`src/design/pde_map.svh`:
```
// Register offsets, field positions and reset values of the port D/E block
`ifndef PDE_MAP_SVH
`define PDE_MAP_SVH
// ==========================================================
// Byte offsets on the register bus (word index times four)
`define PDE_OFF_D_PIN 6'h00
`define PDE_OFF_D_LAT 6'h04
`define PDE_OFF_D_DIR 6'h08
`define PDE_OFF_E_DIR 6'h0C
`define PDE_OFF_E_PIN 6'h10
`define PDE_OFF_E_LAT 6'h14
`define PDE_OFF_ANSEL 6'h18
// ==========================================================
// Fields of the port E direction and slave status register
`define PDE_BIT_IN_FULL 7
`define PDE_BIT_OUT_FULL 6
`define PDE_BIT_OVERRUN 5
`define PDE_BIT_SLAVE_MODE 4
// ==========================================================
// Reset values
`define PDE_RST_D_DIR 8'hFF
`define PDE_RST_E_DIR 3'h7
`define PDE_RST_ANSEL 7'h7F
`define PDE_RST_LAT 8'h00
`endif

```
`src/design/pde_pkg.sv`:
```
// Types shared by the port D/E block
package pde_pkg;
  // ==========================================================
  // Parallel slave strobe tracker states
  typedef enum logic [2:0] {
    PDE_SL_IDLE = 3'b001,
    PDE_SL_WR = 3'b010,
    PDE_SL_RD = 3'b100
  } pde_slave_state_t;
endpackage

```
`src/design/pde_sync_if.sv`:
```
// Interface carrying raw and synchronised pin levels
`timescale 1ns/1ps
interface pde_sync_if;
  logic [11:0] raw;
  logic [11:0] synced;
  modport src (output raw, input synced);
  modport snk (input raw, output synced);
endinterface

```
`src/design/pde_sync.sv`:
```
// Two-flop synchroniser for pin inputs
`timescale 1ns/1ps
module pde_sync #(
  parameter int WIDTH = 12
) (
  // Clock and reset
  input wire logic sys_clk,
  input wire logic rst_b,
  // Pin levels
  pde_sync_if.snk sif
);
  typedef struct packed {
    logic [WIDTH-1:0] stage1;
    logic [WIDTH-1:0] stage2;
  } pde_sync_st_t;
  pde_sync_st_t st_reg;
  pde_sync_st_t st_next;
  // First stage feeds only the second
  always_comb begin
    st_next = st_reg;
    st_next.stage1 = sif.raw;
    st_next.stage2 = st_reg.stage1;
  end
  always_ff @(posedge sys_clk) begin
    if (!rst_b) begin
      st_reg <= '0;
    end else begin
      st_reg <= st_next;
    end
  end
  assign sif.synced = st_reg.stage2;
endmodule

```
`src/design/pde_slave.sv`:
```
// Parallel slave strobe tracker: detects write and read windows
`timescale 1ns/1ps
module pde_slave (
  // Clock and reset
  input wire logic sys_clk,
  input wire logic rst_b,
  // Enable (active high) and synchronised strobes, active low
  input wire logic enable,
  input wire logic cs_n,
  input wire logic wr_n,
  input wire logic rd_n,
  // Events
  output logic wr_start,
  output logic wr_end,
  output logic rd_start,
  output logic rd_end,
  output logic reading
);
  typedef struct packed {
    pde_pkg::pde_slave_state_t state;
  } pde_slave_st_t;
  pde_slave_st_t st_reg;
  pde_slave_st_t st_next;
  // Window opens on both lows, closes on either high
  always_comb begin
    st_next = st_reg;
    wr_start = 1'b0;
    wr_end = 1'b0;
    rd_start = 1'b0;
    rd_end = 1'b0;
    case (st_reg.state)
      pde_pkg::PDE_SL_IDLE: begin
        if (enable && !cs_n && !wr_n) begin
          st_next.state = pde_pkg::PDE_SL_WR;
          wr_start = 1'b1;
        end else if (enable && !cs_n && !rd_n) begin
          st_next.state = pde_pkg::PDE_SL_RD;
          rd_start = 1'b1;
        end
      end
      pde_pkg::PDE_SL_WR: begin
        if (cs_n || wr_n || !enable) begin
          st_next.state = pde_pkg::PDE_SL_IDLE;
          wr_end = 1'b1;
        end
      end
      pde_pkg::PDE_SL_RD: begin
        if (cs_n || rd_n || !enable) begin
          st_next.state = pde_pkg::PDE_SL_IDLE;
          rd_end = 1'b1;
        end
      end
      default: begin
        st_next.state = pde_pkg::PDE_SL_IDLE;
      end
    endcase
  end
  assign reading = (st_reg.state == pde_pkg::PDE_SL_RD);
  always_ff @(posedge sys_clk) begin
    if (!rst_b) begin
      st_reg.state <= pde_pkg::PDE_SL_IDLE;
    end else begin
      st_reg <= st_next;
    end
  end
endmodule

```
`src/design/pde_port.sv`:
```
// Port D and port E general I/O with parallel slave port, Avalon-MM registers
//
// The implementer's own choices: register access over Avalon-MM and the register addresses.
`timescale 1ns/1ps
`include "pde_map.svh"
module pde_port #(
  parameter bit SMALL_PACKAGE = 1'b0
) (
  // Clock and reset
  input wire logic sys_clk,
  input wire logic rst_b,
  // Avalon-MM slave
  input wire logic [5:0] avs_address,
  input wire logic avs_read,
  input wire logic avs_write,
  input wire logic [31:0] avs_writedata,
  input wire logic [3:0] avs_byteenable,
  output logic [31:0] avs_readdata,
  output logic avs_waitrequest,
  // Port D pins
  input wire logic [7:0] port_d_in,
  output logic [7:0] port_d_out,
  output logic [7:0] port_d_oe,
  // Port E pins
  input wire logic [2:0] port_e_in,
  output logic [2:0] port_e_out,
  output logic [2:0] port_e_oe,
  input wire logic input_only_pin,
  // Configuration and peripheral overrides
  input wire logic external_reset_pin_enable,
  input wire logic pwm_multi_output,
  input wire logic [3:0] pwm_out_en,
  input wire logic [3:0] pwm_out,
  input wire logic capture_compare_out_en,
  input wire logic capture_compare_out,
  input wire logic [1:0] comparator_out_en,
  input wire logic [1:0] comparator_out,
  // Status outputs
  output logic slave_port_interrupt_flag,
  output logic [7:0] port_d_digital_in,
  output logic external_reset_input
);
  typedef struct packed {
    logic [7:0] d_lat;
    logic [7:0] d_dir;
    logic [2:0] e_lat;
    logic [2:0] e_dir;
    logic slave_mode;
    logic in_full;
    logic out_full;
    logic overrun;
    logic [6:0] ansel;
    logic [7:0] slave_in;
    logic flag;
    logic ack;
    logic [31:0] rdata;
    logic [7:0] d_out;
    logic [7:0] d_oe;
    logic [2:0] e_out;
    logic [2:0] e_oe;
    logic [7:0] d_dig;
    logic ext_rst;
  } pde_port_st_t;
  pde_port_st_t st_reg;
  pde_port_st_t st_next;
  // ==========================================================
  // Pin synchronisers
  pde_sync_if sif ();
  assign sif.raw = {input_only_pin, port_e_in, port_d_in};
  pde_sync #(
    .WIDTH(12)
  ) u_sync (
    .sys_clk(sys_clk),
    .rst_b(rst_b),
    .sif(sif)
  );
  logic [7:0] d_sync;
  logic [2:0] e_sync;
  logic re3_sync;
  assign d_sync = sif.synced[7:0];
  assign e_sync = sif.synced[10:8];
  assign re3_sync = sif.synced[11];
  // ==========================================================
  // Parallel slave port
  logic slave_active;
  logic wr_start;
  logic wr_end;
  logic rd_start;
  logic rd_end;
  logic reading;
  // Multi-output PWM owns port D, so it wins over the mode bit
  assign slave_active = st_reg.slave_mode && !pwm_multi_output && !SMALL_PACKAGE;
  pde_slave u_slave (
    .sys_clk(sys_clk),
    .rst_b(rst_b),
    .enable(slave_active),
    .cs_n(e_sync[2]),
    .wr_n(e_sync[1]),
    .rd_n(e_sync[0]),
    .wr_start(wr_start),
    .wr_end(wr_end),
    .rd_start(rd_start),
    .rd_end(rd_end),
    .reading(reading)
  );
  // Byte lane 0 write helper
  function automatic logic [7:0] merge_byte(input logic [7:0] old, input logic [31:0] wd,
                                            input logic [3:0] be);
    merge_byte = be[0] ? wd[7:0] : old;
  endfunction
  // ==========================================================
  // Register file, slave events and pin drive
  logic acc;
  logic [7:0] d_rd;
  logic [2:0] e_rd;
  assign acc = (avs_read || avs_write) && !st_reg.ack;
  // Analog pins read as zero
  assign d_rd = d_sync & ~{4'h0, st_reg.ansel[3:0]};
  assign e_rd = e_sync & ~st_reg.ansel[6:4];
  always_comb begin
    st_next = st_reg;
    st_next.ack = acc;
    st_next.rdata = 32'h0000_0000;
    st_next.flag = 1'b0;
    if (acc && avs_read) begin
      case (avs_address)
        `PDE_OFF_D_PIN: st_next.rdata = {24'h00_0000, d_rd};
        `PDE_OFF_D_LAT: st_next.rdata = {24'h00_0000, st_reg.d_lat};
        `PDE_OFF_D_DIR: st_next.rdata = {24'h00_0000, st_reg.d_dir};
        `PDE_OFF_E_DIR: begin
          st_next.rdata = {24'h00_0000, st_reg.in_full, st_reg.out_full, st_reg.overrun,
                           st_reg.slave_mode, 1'b0, st_reg.e_dir};
        end
        `PDE_OFF_E_PIN: begin
          // Input-only pin reads only when not the reset input
          st_next.rdata = {28'h000_0000, re3_sync & !external_reset_pin_enable,
                           SMALL_PACKAGE ? 3'h0 : e_rd};
        end
        `PDE_OFF_E_LAT: st_next.rdata = {29'h0000_0000, st_reg.e_lat};
        `PDE_OFF_ANSEL: st_next.rdata = {25'h000_0000, st_reg.ansel};
        default: st_next.rdata = 32'h0000_0000;
      endcase
      // CPU reading the received word clears input full
      if (avs_address == `PDE_OFF_D_PIN && slave_active) begin
        st_next.rdata = {24'h00_0000, st_reg.slave_in};
        st_next.in_full = 1'b0;
      end
    end
    if (acc && avs_write) begin
      case (avs_address)
        `PDE_OFF_D_PIN, `PDE_OFF_D_LAT: begin
          st_next.d_lat = merge_byte(st_reg.d_lat, avs_writedata, avs_byteenable);
          if (slave_active && avs_byteenable[0] && !reading) begin
            st_next.out_full = 1'b1;
          end
        end
        `PDE_OFF_D_DIR: begin
          st_next.d_dir = merge_byte(st_reg.d_dir, avs_writedata, avs_byteenable);
        end
        `PDE_OFF_E_DIR: begin
          if (avs_byteenable[0]) begin
            st_next.e_dir = avs_writedata[2:0];
            st_next.slave_mode = avs_writedata[`PDE_BIT_SLAVE_MODE];
            // Writing zero clears overrun
            if (!avs_writedata[`PDE_BIT_OVERRUN]) begin
              st_next.overrun = 1'b0;
            end
          end
        end
        `PDE_OFF_E_PIN, `PDE_OFF_E_LAT: begin
          if (avs_byteenable[0]) begin
            st_next.e_lat = avs_writedata[2:0];
          end
        end
        `PDE_OFF_ANSEL: begin
          if (avs_byteenable[0]) begin
            st_next.ansel = avs_writedata[6:0];
          end
        end
        default: begin
        end
      endcase
    end
    // Hardware events after software so they win: in_full and overrun sets beat clears, rd_start clears out_full
    if (wr_start && st_reg.in_full) begin
      st_next.overrun = 1'b1;
    end
    if (wr_end) begin
      st_next.slave_in = d_sync;
      st_next.in_full = 1'b1;
      st_next.flag = 1'b1;
    end
    if (rd_start) begin
      st_next.out_full = 1'b0;
    end
    if (rd_end) begin
      st_next.flag = 1'b1;
    end
    // Port D drive: slave mode drives only during an external read
    if (slave_active) begin
      st_next.d_oe = reading ? 8'hFF : 8'h00;
      st_next.d_out = st_reg.d_lat;
    end else begin
      st_next.d_oe = ~st_reg.d_dir;
      st_next.d_out = st_reg.d_lat;
      for (int i = 0; i < 4; i++) begin
        if (pwm_out_en[i]) begin
          st_next.d_oe[4 + i] = 1'b1;
          st_next.d_out[4 + i] = pwm_out[i];
        end
      end
      if (capture_compare_out_en && !pwm_out_en[0]) begin
        st_next.d_oe[4] = 1'b1;
        st_next.d_out[4] = capture_compare_out;
      end
    end
    // Port E drive; strobes are inputs in slave mode
    st_next.e_oe = (slave_active || SMALL_PACKAGE) ? 3'h0 : ~st_reg.e_dir;
    st_next.e_out = st_reg.e_lat;
    for (int j = 0; j < 2; j++) begin
      if (comparator_out_en[j] && !slave_active && !SMALL_PACKAGE) begin
        st_next.e_oe[1 + j] = 1'b1;
        st_next.e_out[1 + j] = comparator_out[j];
      end
    end
    st_next.d_dig = d_rd;
    // Reset pin level passes through only in reset mode
    st_next.ext_rst = external_reset_pin_enable ? re3_sync : 1'b1;
  end
  // State register; reset puts pins in input and port D bits 3:0 and port E bits 2:0 in analog
  always_ff @(posedge sys_clk) begin
    if (!rst_b) begin
      st_reg <= '0;
      st_reg.d_dir <= `PDE_RST_D_DIR;
      st_reg.e_dir <= `PDE_RST_E_DIR;
      st_reg.ansel <= `PDE_RST_ANSEL;
      st_reg.d_lat <= `PDE_RST_LAT;
      st_reg.ext_rst <= 1'b1;
    end else begin
      st_reg <= st_next;
    end
  end
  // Outputs straight from flip-flops, except avs_waitrequest which also decodes the request
  assign avs_readdata = st_reg.rdata;
  assign avs_waitrequest = (avs_read || avs_write) && !st_reg.ack;
  assign port_d_out = st_reg.d_out;
  assign port_d_oe = st_reg.d_oe;
  assign port_e_out = st_reg.e_out;
  assign port_e_oe = st_reg.e_oe;
  assign slave_port_interrupt_flag = st_reg.flag;
  assign port_d_digital_in = st_reg.d_dig;
  assign external_reset_input = st_reg.ext_rst;
endmodule

```
`config.mk`:
```
export PLATFORM = sky130hd
export DESIGN_NAME = pde_port
export DESIGN_NICKNAME = d
export VERILOG_FILES = /design/src/design/pde_pkg.sv /design/src/design/pde_sync_if.sv /design/src/design/pde_sync.sv /design/src/design/pde_slave.sv /design/src/design/pde_port.sv
export VERILOG_INCLUDE_DIRS = /design/src /design/src/design
export SDC_FILE = /design/constraint.sdc
export NUM_CORES = 1
export LEC_CHECK = 0
export BUFFER_PORTS_ARGS = -buffer_cell sky130_fd_sc_hd__buf_2
export CAP_MARGIN = 20
export CELL_PAD_IN_SITES_DETAIL_PLACEMENT = 0
export CELL_PAD_IN_SITES_GLOBAL_PLACEMENT = 1
export CORE_MARGIN = 3
export CORE_UTILIZATION = 30
export CTS_CLUSTER_SIZE = 8
export DETAILED_ROUTE_END_ITERATION = 8
export GPL_TIMING_DRIVEN = 1
export PLACE_DENSITY = 0.76
export REMOVE_ABC_BUFFERS = 1
export SLEW_MARGIN = 20
export SYNTH_ARGS = -nofsm -noshare
export SYNTH_HDL_FRONTEND = slang
export SYNTH_SLANG_ARGS = --single-unit
```
`constraint.sdc`:
```
create_clock -name sys_clk -period 2.8 [get_ports sys_clk]
set_input_delay 0.14 -clock sys_clk [delete_from_list [all_inputs] [get_ports sys_clk]]
set_output_delay 0.14 -clock sys_clk [all_outputs]
set_load 0.01 [all_outputs]
```
Word-level counts from Yosys, hierarchy flattened
Index checks and enable logic that the tools add are counted.
{"block": "word_totals", "mem_count": 0, "ram_bits": 0, "latchBits": 0, "elab_cells": 141, "register_bits": 133, "romBits": 0}
{"block": "classes", "multipliers": 0, "eq_ne": 13, "n_reduce_logical": 50, "shift": 0, "mux": 45, "magnitude_cmp": 0, "n_bitwise": 9, "n_addsub": 0, "n_div": 0}
{"cell": "$pmux 8 s7", "n": 1}
{"cell": "$mux 1", "n": 32}
{"cell": "$mux 8", "n": 3}
{"cell": "$reduce_and 3->1", "n": 7}
{"cell": "$eq 6x5->1 const B", "n": 3}
{"cell": "$mux 16", "n": 1}
{"cell": "$mux 3", "n": 5}
{"cell": "$logic_and 1x1->1", "n": 14}
{"cell": "$mux 7", "n": 2}
{"cell": "$eq 6x4->1 const B", "n": 2}
{"cell": "$reduce_bool 2->1", "n": 5}
{"cell": "$logic_not 1->1", "n": 9}
{"cell": "$pmux 3 s3", "n": 1}
{"cell": "$and 8x8->8", "n": 1}
{"cell": "$not 4->8", "n": 1}
{"cell": "$not 8->8", "n": 1}
{"cell": "$reduce_or 2->1", "n": 4}
{"cell": "$eq 6x3->1 const B", "n": 1}
{"cell": "$logic_not 6->1", "n": 1}
{"cell": "$ne 2x1->1 const B", "n": 3}
{"cell": "$not 3->3", "n": 2}
{"cell": "$reduce_and 2->1", "n": 3}
{"cell": "$logic_or 1x1->1", "n": 5}
{"cell": "$reduce_and 4->1", "n": 1}
{"cell": "other kinds (8)", "n": 9}

Logic depth before layout (Yosys ltp)
Gate-level depths: netlist of the first run.
{"block": "depth", "ltp_word": 9, "mapped_depth": 7, "depth_no_buf": 5}

Hierarchy
Synthesis of the first run repeated with hierarchy kept, for this count alone.
{"block": "hier_totals", "hier_cells": 475, "hier_area_um2": 4663.2}
{"module": "pde_port", "instances": 1, "area_per_inst_um2": 3787.4, "cells_each": 401, "seq_area_each_um2": 1641.6}
{"module": "pde_sync", "instances": 1, "area_per_inst_um2": 675.6, "cells_each": 50, "seq_area_each_um2": 480.5}
{"module": "pde_slave", "instances": 1, "area_per_inst_um2": 200.2, "cells_each": 24, "seq_area_each_um2": 60.1}

Least setup slack after synthesis of the first run
OpenSTA, ideal clock, no wires.
{"block": "synth_timing", "kind": "input port to flip-flop", "startpoint": "input port avs_address[4]", "endpoint": "register st_reg[80] (netlist bit)", "setup_slack_ps": 1133, "setup_ps": 132, "t_arrival_ps": 1535, "cell_stages": 7, "required_time_ps": 2668, "path_cell_list": "buf_2 > nor4_1 > and3_1 > nand2b_1 > clkbuf_1 > o21ai_0 > a21oi_1"}
{"block": "synth_via", "elab_chain_len": 3}
{"element": "from (decl)", "line_no": "pde_port.sv:13", "text": "input wire logic [5:0] avs_address,"}
{"element": "$eq 6x4->1", "line_no": "pde_port.sv:150", "text": "case (avs_address)"}
{"element": "$reduce_bool 2->1 (no source line)"}
{"element": "$reduce_and 4->1 (no source line)"}
{"element": "to (signal assigned)", "line_no": "pde_port.sv:240", "text": "st_reg <= st_next;"}
{"element": "to (decl)", "line_no": "pde_port.sv:64", "text": "pde_port_st_t st_reg;"}
No other way between the ends.
A chain may end at the register's enable or synchronous reset.

Worst setup path after layout of the first run
{"block": "layout_timing", "startpoint": "register st_reg[83] (netlist bit)", "endpoint": "register st_reg (netlist bit avs_readdata[2])"}
{"block": "layout_via", "elab_chain_len": 3}
{"element": "$logic_and 1x1->1", "line_no": "pde_port.sv:92", "text": "assign slave_active = st_reg.slave_mode && !pwm_multi_output && !SMALL_PACKAGE;"}
{"element": "$logic_and 1x1->1", "line_no": "pde_port.sv:144", "text": "if (avs_address == `PDE_OFF_D_PIN && slave_active) begin"}
{"element": "$mux 8", "line_no": "pde_port.sv:144"}
No other way between the ends.

==> qor.csv, run 1 <==
metric,value,unit
grt_max_degree,35,
wire_per_inst,15.10,µm
fp.dieW,128.5,µm
crit_fanout,17,
yosys.cell_count.top_type,dfxtp_1,
finalCriticalPeriod,1844,ps
drv_cap,0,
drive_above_1_share,20.04,%
whs_path_depth,3,
synthTopCellsByCount,"dfxtp_1, buf_4, nand2_1",
initial_core_util,30.83,%
leakage,2.339,nW
start_kind,register,
final.setup.tns,0,ps
cts_htree_levels,3,
switchingPower,663.6,µW
multi_input_area,0.001823,mm²
seq_area_frac_synth,48.51,%
first_global_vias,3263,
yosysTopAreaCell,dfxtp_1,
rows,44,
postSynth.asyncResetShare,0,%
hpwl,8062,µm
netlist.area_leader.share,48.51,%
synth_area,0.004498,mm²
cp.required,3040,ps
path_clk_slew,70,ps
comb_power_share,6.3,%
pre_cts_ws,590.9,ps
outcome,finished clean,
finalCritPeriodShare,65.84,%
p_int,2.258,mW
endpoint_kind,register,
nFillCells,1532,
drtIter0Drc,167,
clock-sinks,109,
largest_reg_flops,41,
startpoint,st_reg[83],
final-max-slew-violation-count,0,
antenna_found_initial,0,
fmax,542.4,MHz
die_h,128.5,µm
switching_share,22.71,%
synth_top_flop_cell,dfxtp_1,
antenna_cells,0,
synth_seq_cells,109,
cts_tree,built,
endpoint,avs_readdata[2],
synth.distinct_cells,45,
hold_class,in -> reg,
ys_warn_count,0,
r2r_setup_slack,960,ps
setup_slack,956.5,ps
seqPwrFrac,54.5,%
final_net_count,613,
r2r-start,st_reg[83],
numCtsBuffers,9,
seqCellArea,0.002182,mm²
drc,0,
max_slew_margin,46.54,%
wl_met2,4985,µm
power_density,570.7,mW/mm²
dr.pass1.iters,4,
core,0.01459,mm²
synth_area_leaders,"dfxtp_1, buf_4, mux2i_1, and2_1, nand2_1",
dr.max_layer_used,met4,
met3RoutedLength,800,µm
io_pins,139,
routed_wl,11000,µm
grt.total_usage,13.65,%
cts_root_buffer,clkbuf_16,
clkPwrFrac,39.2,%
syn_area_per_cell,9.313,µm²
place.gp.congestion,0.8420,
setup_viol,0,
worst_pin_slew,794.6,ps
vias,3312,
cp.arrival,2080,ps
final_antenna_net_count,0,
critical_path_class,reg -> reg,
peakVddDrop,0.0002877,V
syn2layout_area_growth,13.82,%
die-area,0.01650,mm²
grt_setup_unrepaired,no,
fin_skew,7.301,ps
port_buffers,87,
gr-total-overflow,0,
min_from,avs_writedata[7],
postSynthCellCount,483,
grt_pass1_wl,17310,µm
clock_latency,350,ps
r2r-end,avs_readdata[2],
reg2reg_depth,5,
viasPerCell,4.549,
finalHoldViolations,0,
synth_edf_count,0,
wl_met1,4918,µm
utilization,35.09,%
ctsLongestPathBuffers,2,
critical path, cell delays in order, from the launching register on:
cell and delay [ps]:
dfxtp_1 400, nand2b_1 440, nor4_1 320, a311o_1 320, a21oi_1 80, a21o_1 180
how the worst min path moves through the flow:
stage | slack [ps] | end
after floorplan | 200 | st_reg[73]
after global routing | 20 | st_reg[97]
final | 20 | st_reg[97]
after CTS | 3 | st_reg[97]
after detailed placement | 350 | u_sync.st_next[4]
after global placement | 350 | u_sync.st_next[5]
metal layers:
layer | global-route usage, % | up-vias
li1 | - | 1653
met3 | 3.404 | 19
met4 | 6.180 | 0
met5 | 0 | -
met2 | 21.36 | 138
met1 | 17.76 | 1502
final cells by class:
class                      instances  share of cell area, %
timing repair buffer             104                  11.58
tap                              184                  4.497
clock inverter                     4                 0.4888
inverter                           8                 0.5865
multi-input combinational        307                  35.61
clock buffer                      12                  4.619
sequential                       109                  42.62
metrics by stage:
| step | cells | cell area, µm² | hold WS, ps | power, mW |
|---|---|---|---|---|
| final | 728 | 5120 | 24.96 | 2.922 |
| after global routing | 728 | 5120 | 18.87 | 3.061 |
| after CTS | 728 | 5120 | 3.310 | 2.979 |
| after detailed placement | 700 | 4738 | 348.1 | 1.802 |
| after global placement | 700 | 4738 | 345.7 | 1.798 |
| after floorplan | 424 | 4035 | 201.9 | 1.701 |
power by group through the flow:
stage / sequential (mW) / clock (mW) / combinational [mW]
2_1_floorplan: 1.63 / 0 / 0.0713
3_3_place_gp: 1.63 / 0 / 0.170
3_5_place_dp: 1.63 / 0 / 0.173
4_1_cts: 1.59 / 1.20 / 0.186
5_1_grt: 1.60 / 1.26 / 0.207
6_report: 1.59 / 1.14 / 0.185
layout by cell type (no fill, tap or decap), drive strengths merged, types with 3 or more instances in the layout:
cell type | netlist | routed
conb | 1 | 24
a22oi | 3 | 3
o21ai | 22 | 22
dlygate4sd3 | 0 | 12
nor4 | 4 | 4
clkbuf | 16 | 12
clkinv | 1 | 3
mux2i | 40 | 40
nor3 | 8 | 8
dfxtp | 109 | 109
and3 | 4 | 4
or3 | 3 | 3
and2 | 37 | 37
nor3b | 6 | 6
nand2b | 4 | 4
nor2 | 31 | 31
o22ai | 3 | 3
buf | 66 | 92
nor2b | 10 | 10
nand2 | 50 | 50
nand3 | 19 | 19
a21oi | 14 | 14
inv | 7 | 7
kinds of logic (layout without fill, tap and decap cells):
kind of cell,after synthesis,after routing,synth area share (%)
AOI/OAI and AO/OA,58,58,7.928
buffers and inverters,90,128,12.88
DFF,109,109,48.51
muxes,41,41,9.402
other,1,24,0.08337
and+or+nand+nor,184,184,21.20
repair_timing:
item / in CTS / in global routing
buffers inserted: 0 / 0
hold endpoints to repair: 12 / 0
hold buffers: 12 / 0
endpoints found under the setup margin: 0 / 0
resized for setup: 0 / 0
No activity file was read; power rests on OpenSTA's default activity.
==> run 2, diff against run 1 <==
==> constraint.sdc (replaced) <==
create_clock -name sys_clk -period 1.75 [get_ports sys_clk]
set_input_delay 0.0875 -clock sys_clk [delete_from_list [all_inputs] [get_ports sys_clk]]
set_output_delay 0.0875 -clock sys_clk [all_outputs]
set_load 0.01 [all_outputs]
==> run 2 against run 1 <==
Effect of this change:
- non-clock buffer count is 28 higher
- final cell count grew 3.8%
- sequential power rose by 60%
- highest routed layer unchanged
- critical path type unchanged
- global-route usage rose by 0.20 points
- setup slack got worse by 770 ps
==> qor.csv, run 2 (synthesized netlist as in run 1, its figures left out) <==
metric,value,unit
design_area,0.005375,mm²
grt.total_usage,13.85,%
start_kind,register,
hpwl,8439,µm
finalPower,4.757,mW
peakVddDrop,0.0004524,V
nFillCells,1521,
finalCritPeriodShare,89.19,%
cp.required,2030,ps
crit_fanout,12,
initial_core_util,30.83,%
outcome,finished clean,
final_net_count,641,
grt_max_degree,21,
ctsLongestPathBuffers,2,
cts_root_buffer,clkbuf_16,
cts_tree,built,
gr-total-overflow,0,
fp.dieW,128.5,µm
grt_pass1_wl,17750,µm
syn2layout_area_growth,19.50,%
clock_latency,350,ps
routed_wl,11260,µm
met3RoutedLength,766,µm
clock-sinks,109,
leakage,2.472,nW
comb_power_share,7.0,%
drc,0,
place.gp.congestion,0.8766,
final-max-slew-violation-count,0,
wire_per_inst,14.89,µm
grt_setup_unrepaired,no,
die_h,128.5,µm
fin_skew,7.643,ps
antenna_cells,0,
setup_viol,0,
core,0.01459,mm²
dpl-instance-area,0.004858,mm²
die-area,0.01650,mm²
final.setup.tns,0,ps
cts_htree_levels,3,
finalCriticalPeriod,1561,ps
largest_reg_flops,41,
wl_met1,5284,µm
seqPwrFrac,53.6,%
dr.pass1.iters,4,
setup_slack,189.2,ps
viasPerCell,4.479,
drtIter0Drc,177,
io_pins,139,
finalHoldViolations,0,
antenna_found_initial,0,
path_clk_slew,70,ps
switchingPower,1.107,mW
layout_common_cells,"dfxtp_1, buf_2, nand2_1, mux2i_1, and2_1",
p_int,3.650,mW
mostFrequentLayoutCell,dfxtp_1,
rows,44,
switching_share,23.28,%
drive_above_1_share,22.38,%
vias,3386,
power_density,885.1,mW/mm²
port_buffers,87,
final_antenna_net_count,0,
first_global_vias,3257,
endpoint_kind,register,
wl_met2,4993,µm
clkPwrFrac,39.5,%
cp.arrival,1850,ps
fmax,640.7,MHz
dr.max_layer_used,met4,
drv_cap,0,
numCtsBuffers,9,
fin_hold_ws,13.94,ps
critical_path_class,reg -> reg,
hold_class,in -> reg,
pre_cts_ws,59.88,ps
-- run 2: cell types whose count changed in the layout (fill, tap and decap cells not counted) --
cell / change
buf_4: +16
buf_6: +1
nor4b_1: -1
dlygate4sd3_1: +11
nor4b_2: +1
clkbuf_1: -1
inv_8: +1
-- run 2: power groups by stage --
stage               clock network, mW  registers (mW)  logic (mW)
global placement                    0            2.61       0.285
global route                     2.02            2.55       0.368
finish                           1.88            2.55       0.332
floorplan                           0            2.61       0.114
CTS                              1.94            2.55       0.330
detailed placement                  0            2.61       0.290
-- run 2: critical path: stages, from the launching register on --
cell           delay (ps)
dfxtp_1               350
nand2b_1              170
buf_6                 190
nand3_1                90
dlygate4sd3_1         570
a21oi_1               120
-- run 2: area by class of cell --
type	instances	area [µm²]	area share (%)
multi-input combinational	307	1829	34.03
clock inverter	5	36.28	0.6750
sequential	109	2182	40.60
tap	184	230.2	4.283
timing repair buffer	132	834.6	15.53
clock buffer	11	232.7	4.330
inverter	8	30.03	0.5587
-- run 2: worst paths after layout --
kind                            slack, ps                    to         startpoint  cells after the start
worst max register to register        190         port_e_out[2]         st_reg[83]                      5
worst min-delay path                   10         port_e_out[1]  comparator_out[0]                      3
worst min register to register        430  u_sync.sif.synced[7]  u_sync.st_next[7]                      1
worst max-delay path                  190         port_e_out[2]         st_reg[83]                      5
-- run 2: layer usage --
metal  up-vias  global-route usage, %
met3        17                  3.570
met1      1532                  19.03
li1       1710                      -
met4         0                  4.307
met2       127                  21.36
met5         -                      0
-- run 2: stage by stage --
stage	util, %	std cells
2_1_floorplan	-	424
3_3_place_gp	33.30	716
3_5_place_dp	33.30	716
4_1_cts	36.72	755
5_1_grt	36.84	756
6_report	36.84	756
-- run 2: what timing repair did --
item	CTS	global route
hold endpoints to repair	27	0
resized for setup	0	2
setup endpoints to repair	0	9
hold buffers	23	0
setup buffers	0	1
==> run 3, diff against run 2 <==
--- a/config.mk
+++ b/config.mk
@@ -10,12 +10,14 @@
 export CAP_MARGIN = 20
 export CELL_PAD_IN_SITES_DETAIL_PLACEMENT = 0
 export CELL_PAD_IN_SITES_GLOBAL_PLACEMENT = 1
+export CORE_ASPECT_RATIO = 1.5
 export CORE_MARGIN = 3
 export CORE_UTILIZATION = 30
 export CTS_CLUSTER_SIZE = 8
 export DETAILED_ROUTE_END_ITERATION = 8
 export GPL_TIMING_DRIVEN = 1
 export PLACE_DENSITY = 0.76
+export RECOVER_POWER = 50
 export REMOVE_ABC_BUFFERS = 1
 export SLEW_MARGIN = 20
 export SYNTH_ARGS = -nofsm -noshare
==> run 3 against run 2 <==
Effect of this change:
- design area rose by 0.42%
- sequential power barely moved
- power rose by 1.4%
- combinational power barely moved
- non-clock buffer count rose by 6
- routed wire length rose by 1.3%
- register-to-register slack got worse by 20 ps
- first-iteration DRC count fell by 9.6%
- utilization rose by 0.14 points
- worst hold slack got worse by 3.0 ps
- critical path depth did not move
- via count rose by 1.5%
==> qor.csv, run 3 (synthesized netlist as in run 1, its figures left out) <==
metric,value,unit
outcome,finished clean,
nFillCells,1537,
grt_max_degree,47,
clock_latency,360,ps
drtIter0Drc,160,
finalCritPeriodShare,90.22,%
final.setup.tns,0,ps
final_antenna_net_count,0,
drv_cap,0,
die-area,0.01653,mm²
cp.required,1990,ps
ctsHoldBuffers,26,
hold_class,in -> reg,
dpl-instance-area,0.004903,mm²
setup_viol,0,
antenna_found_initial,1,
grt_pass1_wl,18170,µm
numCtsBuffers,9,
fin_hold_ws,10.97,ps
cts_tree,built,
place.gp.congestion,0.8161,
cts_resized,0,
fp.dieW,106.0,µm
first_global_vias,3610,
final-max-slew-violation-count,0,
viasPerCell,4.442,
cp.arrival,1820,ps
post_cts_buffers,0,
largest_reg_flops,41,
wire_per_inst,14.73,µm
endpoint_kind,register,
finalPower,4.824,mW
drive_above_1_share,16.26,%
core,0.01459,mm²
cts_root_buffer,clkbuf_16,
final_net_count,647,
die_h,156.0,µm
syn2layout_area_growth,20.00,%
power_density,893.7,mW/mm²
drc,0,
mostFrequentLayoutCell,dfxtp_1,
clock-sinks,109,
routed_wl,11400,µm
grt_setup_unrepaired,no,
port_buffers,87,
initial_core_util,30.82,%
finalCriticalPeriod,1579,ps
hpwl,8653,µm
antenna_cells,0,
fmax,633.4,MHz
fin_skew,10.67,ps
leakage,2.350,nW
crit_fanout,8,
design_area,0.005398,mm²
cts_htree_levels,3,
grt.total_usage,14.08,%
max_slew_margin,48.19,%
io_pins,139,
peakVddDrop,0.0003824,V
critical_path_class,reg -> reg,
worst_pin_slew,777.2,ps
dr.pass1.iters,5,
gr-total-overflow,0,
path_clk_slew,70,ps
layout_common_cells,"dfxtp_1, nand2_1, buf_2, mux2i_1, clkbuf_1",
rows,54,
seqCellArea,0.002182,mm²
ctsLongestPathBuffers,2,
vias,3438,
multi_input_area,0.001823,mm²
finalHoldViolations,0,
start_kind,register,
[run 3: changes by cell type in the layout (fill, tap and decap cells not counted), moves of 2 or more]
| cell | before | now |
|---|---|---|
| and2_1 | 37 | 30 |
| buf_2 | 87 | 50 |
| clkinvlp_4 | 2 | 0 |
| buf_4 | 21 | 24 |
| clkbuf_1 | 2 | 38 |
| and2_0 | 0 | 7 |
| dlygate4sd3_1 | 23 | 26 |
| clkinv_4 | 0 | 2 |
[run 3: layout make-up]
class                      count  share of cell area [%]
timing repair buffer         138                   15.46
tap                          196                   4.543
sequential                   109                   40.43
clock buffer                  10                   4.242
clock inverter                 6                  0.9968
multi-input combinational    307                   33.77
inverter                       8                  0.5563
[run 3: path summary, 6_finish.rpt]
path / endpoint / start / depth (start not counted) / slack, ps
worst min-delay path: st_reg[63] / avs_read / 3 / 10
worst max register to register: st_reg[105] / st_reg[63] / 5 / 170
worst min register to register: u_sync.sif.synced[4] / u_sync.st_next[4] / 1 / 430
worst max-delay path: st_reg[105] / st_reg[63] / 5 / 170
[run 3: metal layers]
metal  wire (µm)  GRT usage [%]  up-vias
met5           7              0        -
met3         689          3.478       22
met4         285          6.914        2
met2        5951          25.52      116
li1            -              -     1727
met1        4469          15.18     1571
[run 3: metrics by stage]
| stage | setup slack [ps] | util [%] | std cells |
|---|---|---|---|
| floorplan | 59.69 | - | 424 |
| CTS | 154.0 | 37.32 | 774 |
| global placement | -65.44 | 33.60 | 732 |
| finish | 171.2 | 36.99 | 774 |
| global route | 17.49 | 36.99 | 774 |
| detailed placement | 5.384 | 33.60 | 732 |
[run 3: worst max-delay path, stage by stage (launching register included)]
cell	delay, ps
dfxtp_1	330
nand3b_1	260
or3_1	440
buf_4	210
mux2i_1	170
nor2_1	50
[run 3: power breakdown]
group / leakage [nW] / total (mW) / internal, mW / switching (mW)
registers: 0.888 / 2.55 / 2.53 / 0.0205
logic: 1.32 / 0.333 / 0.152 / 0.182
clock network: 0.141 / 1.94 / 0.994 / 0.950
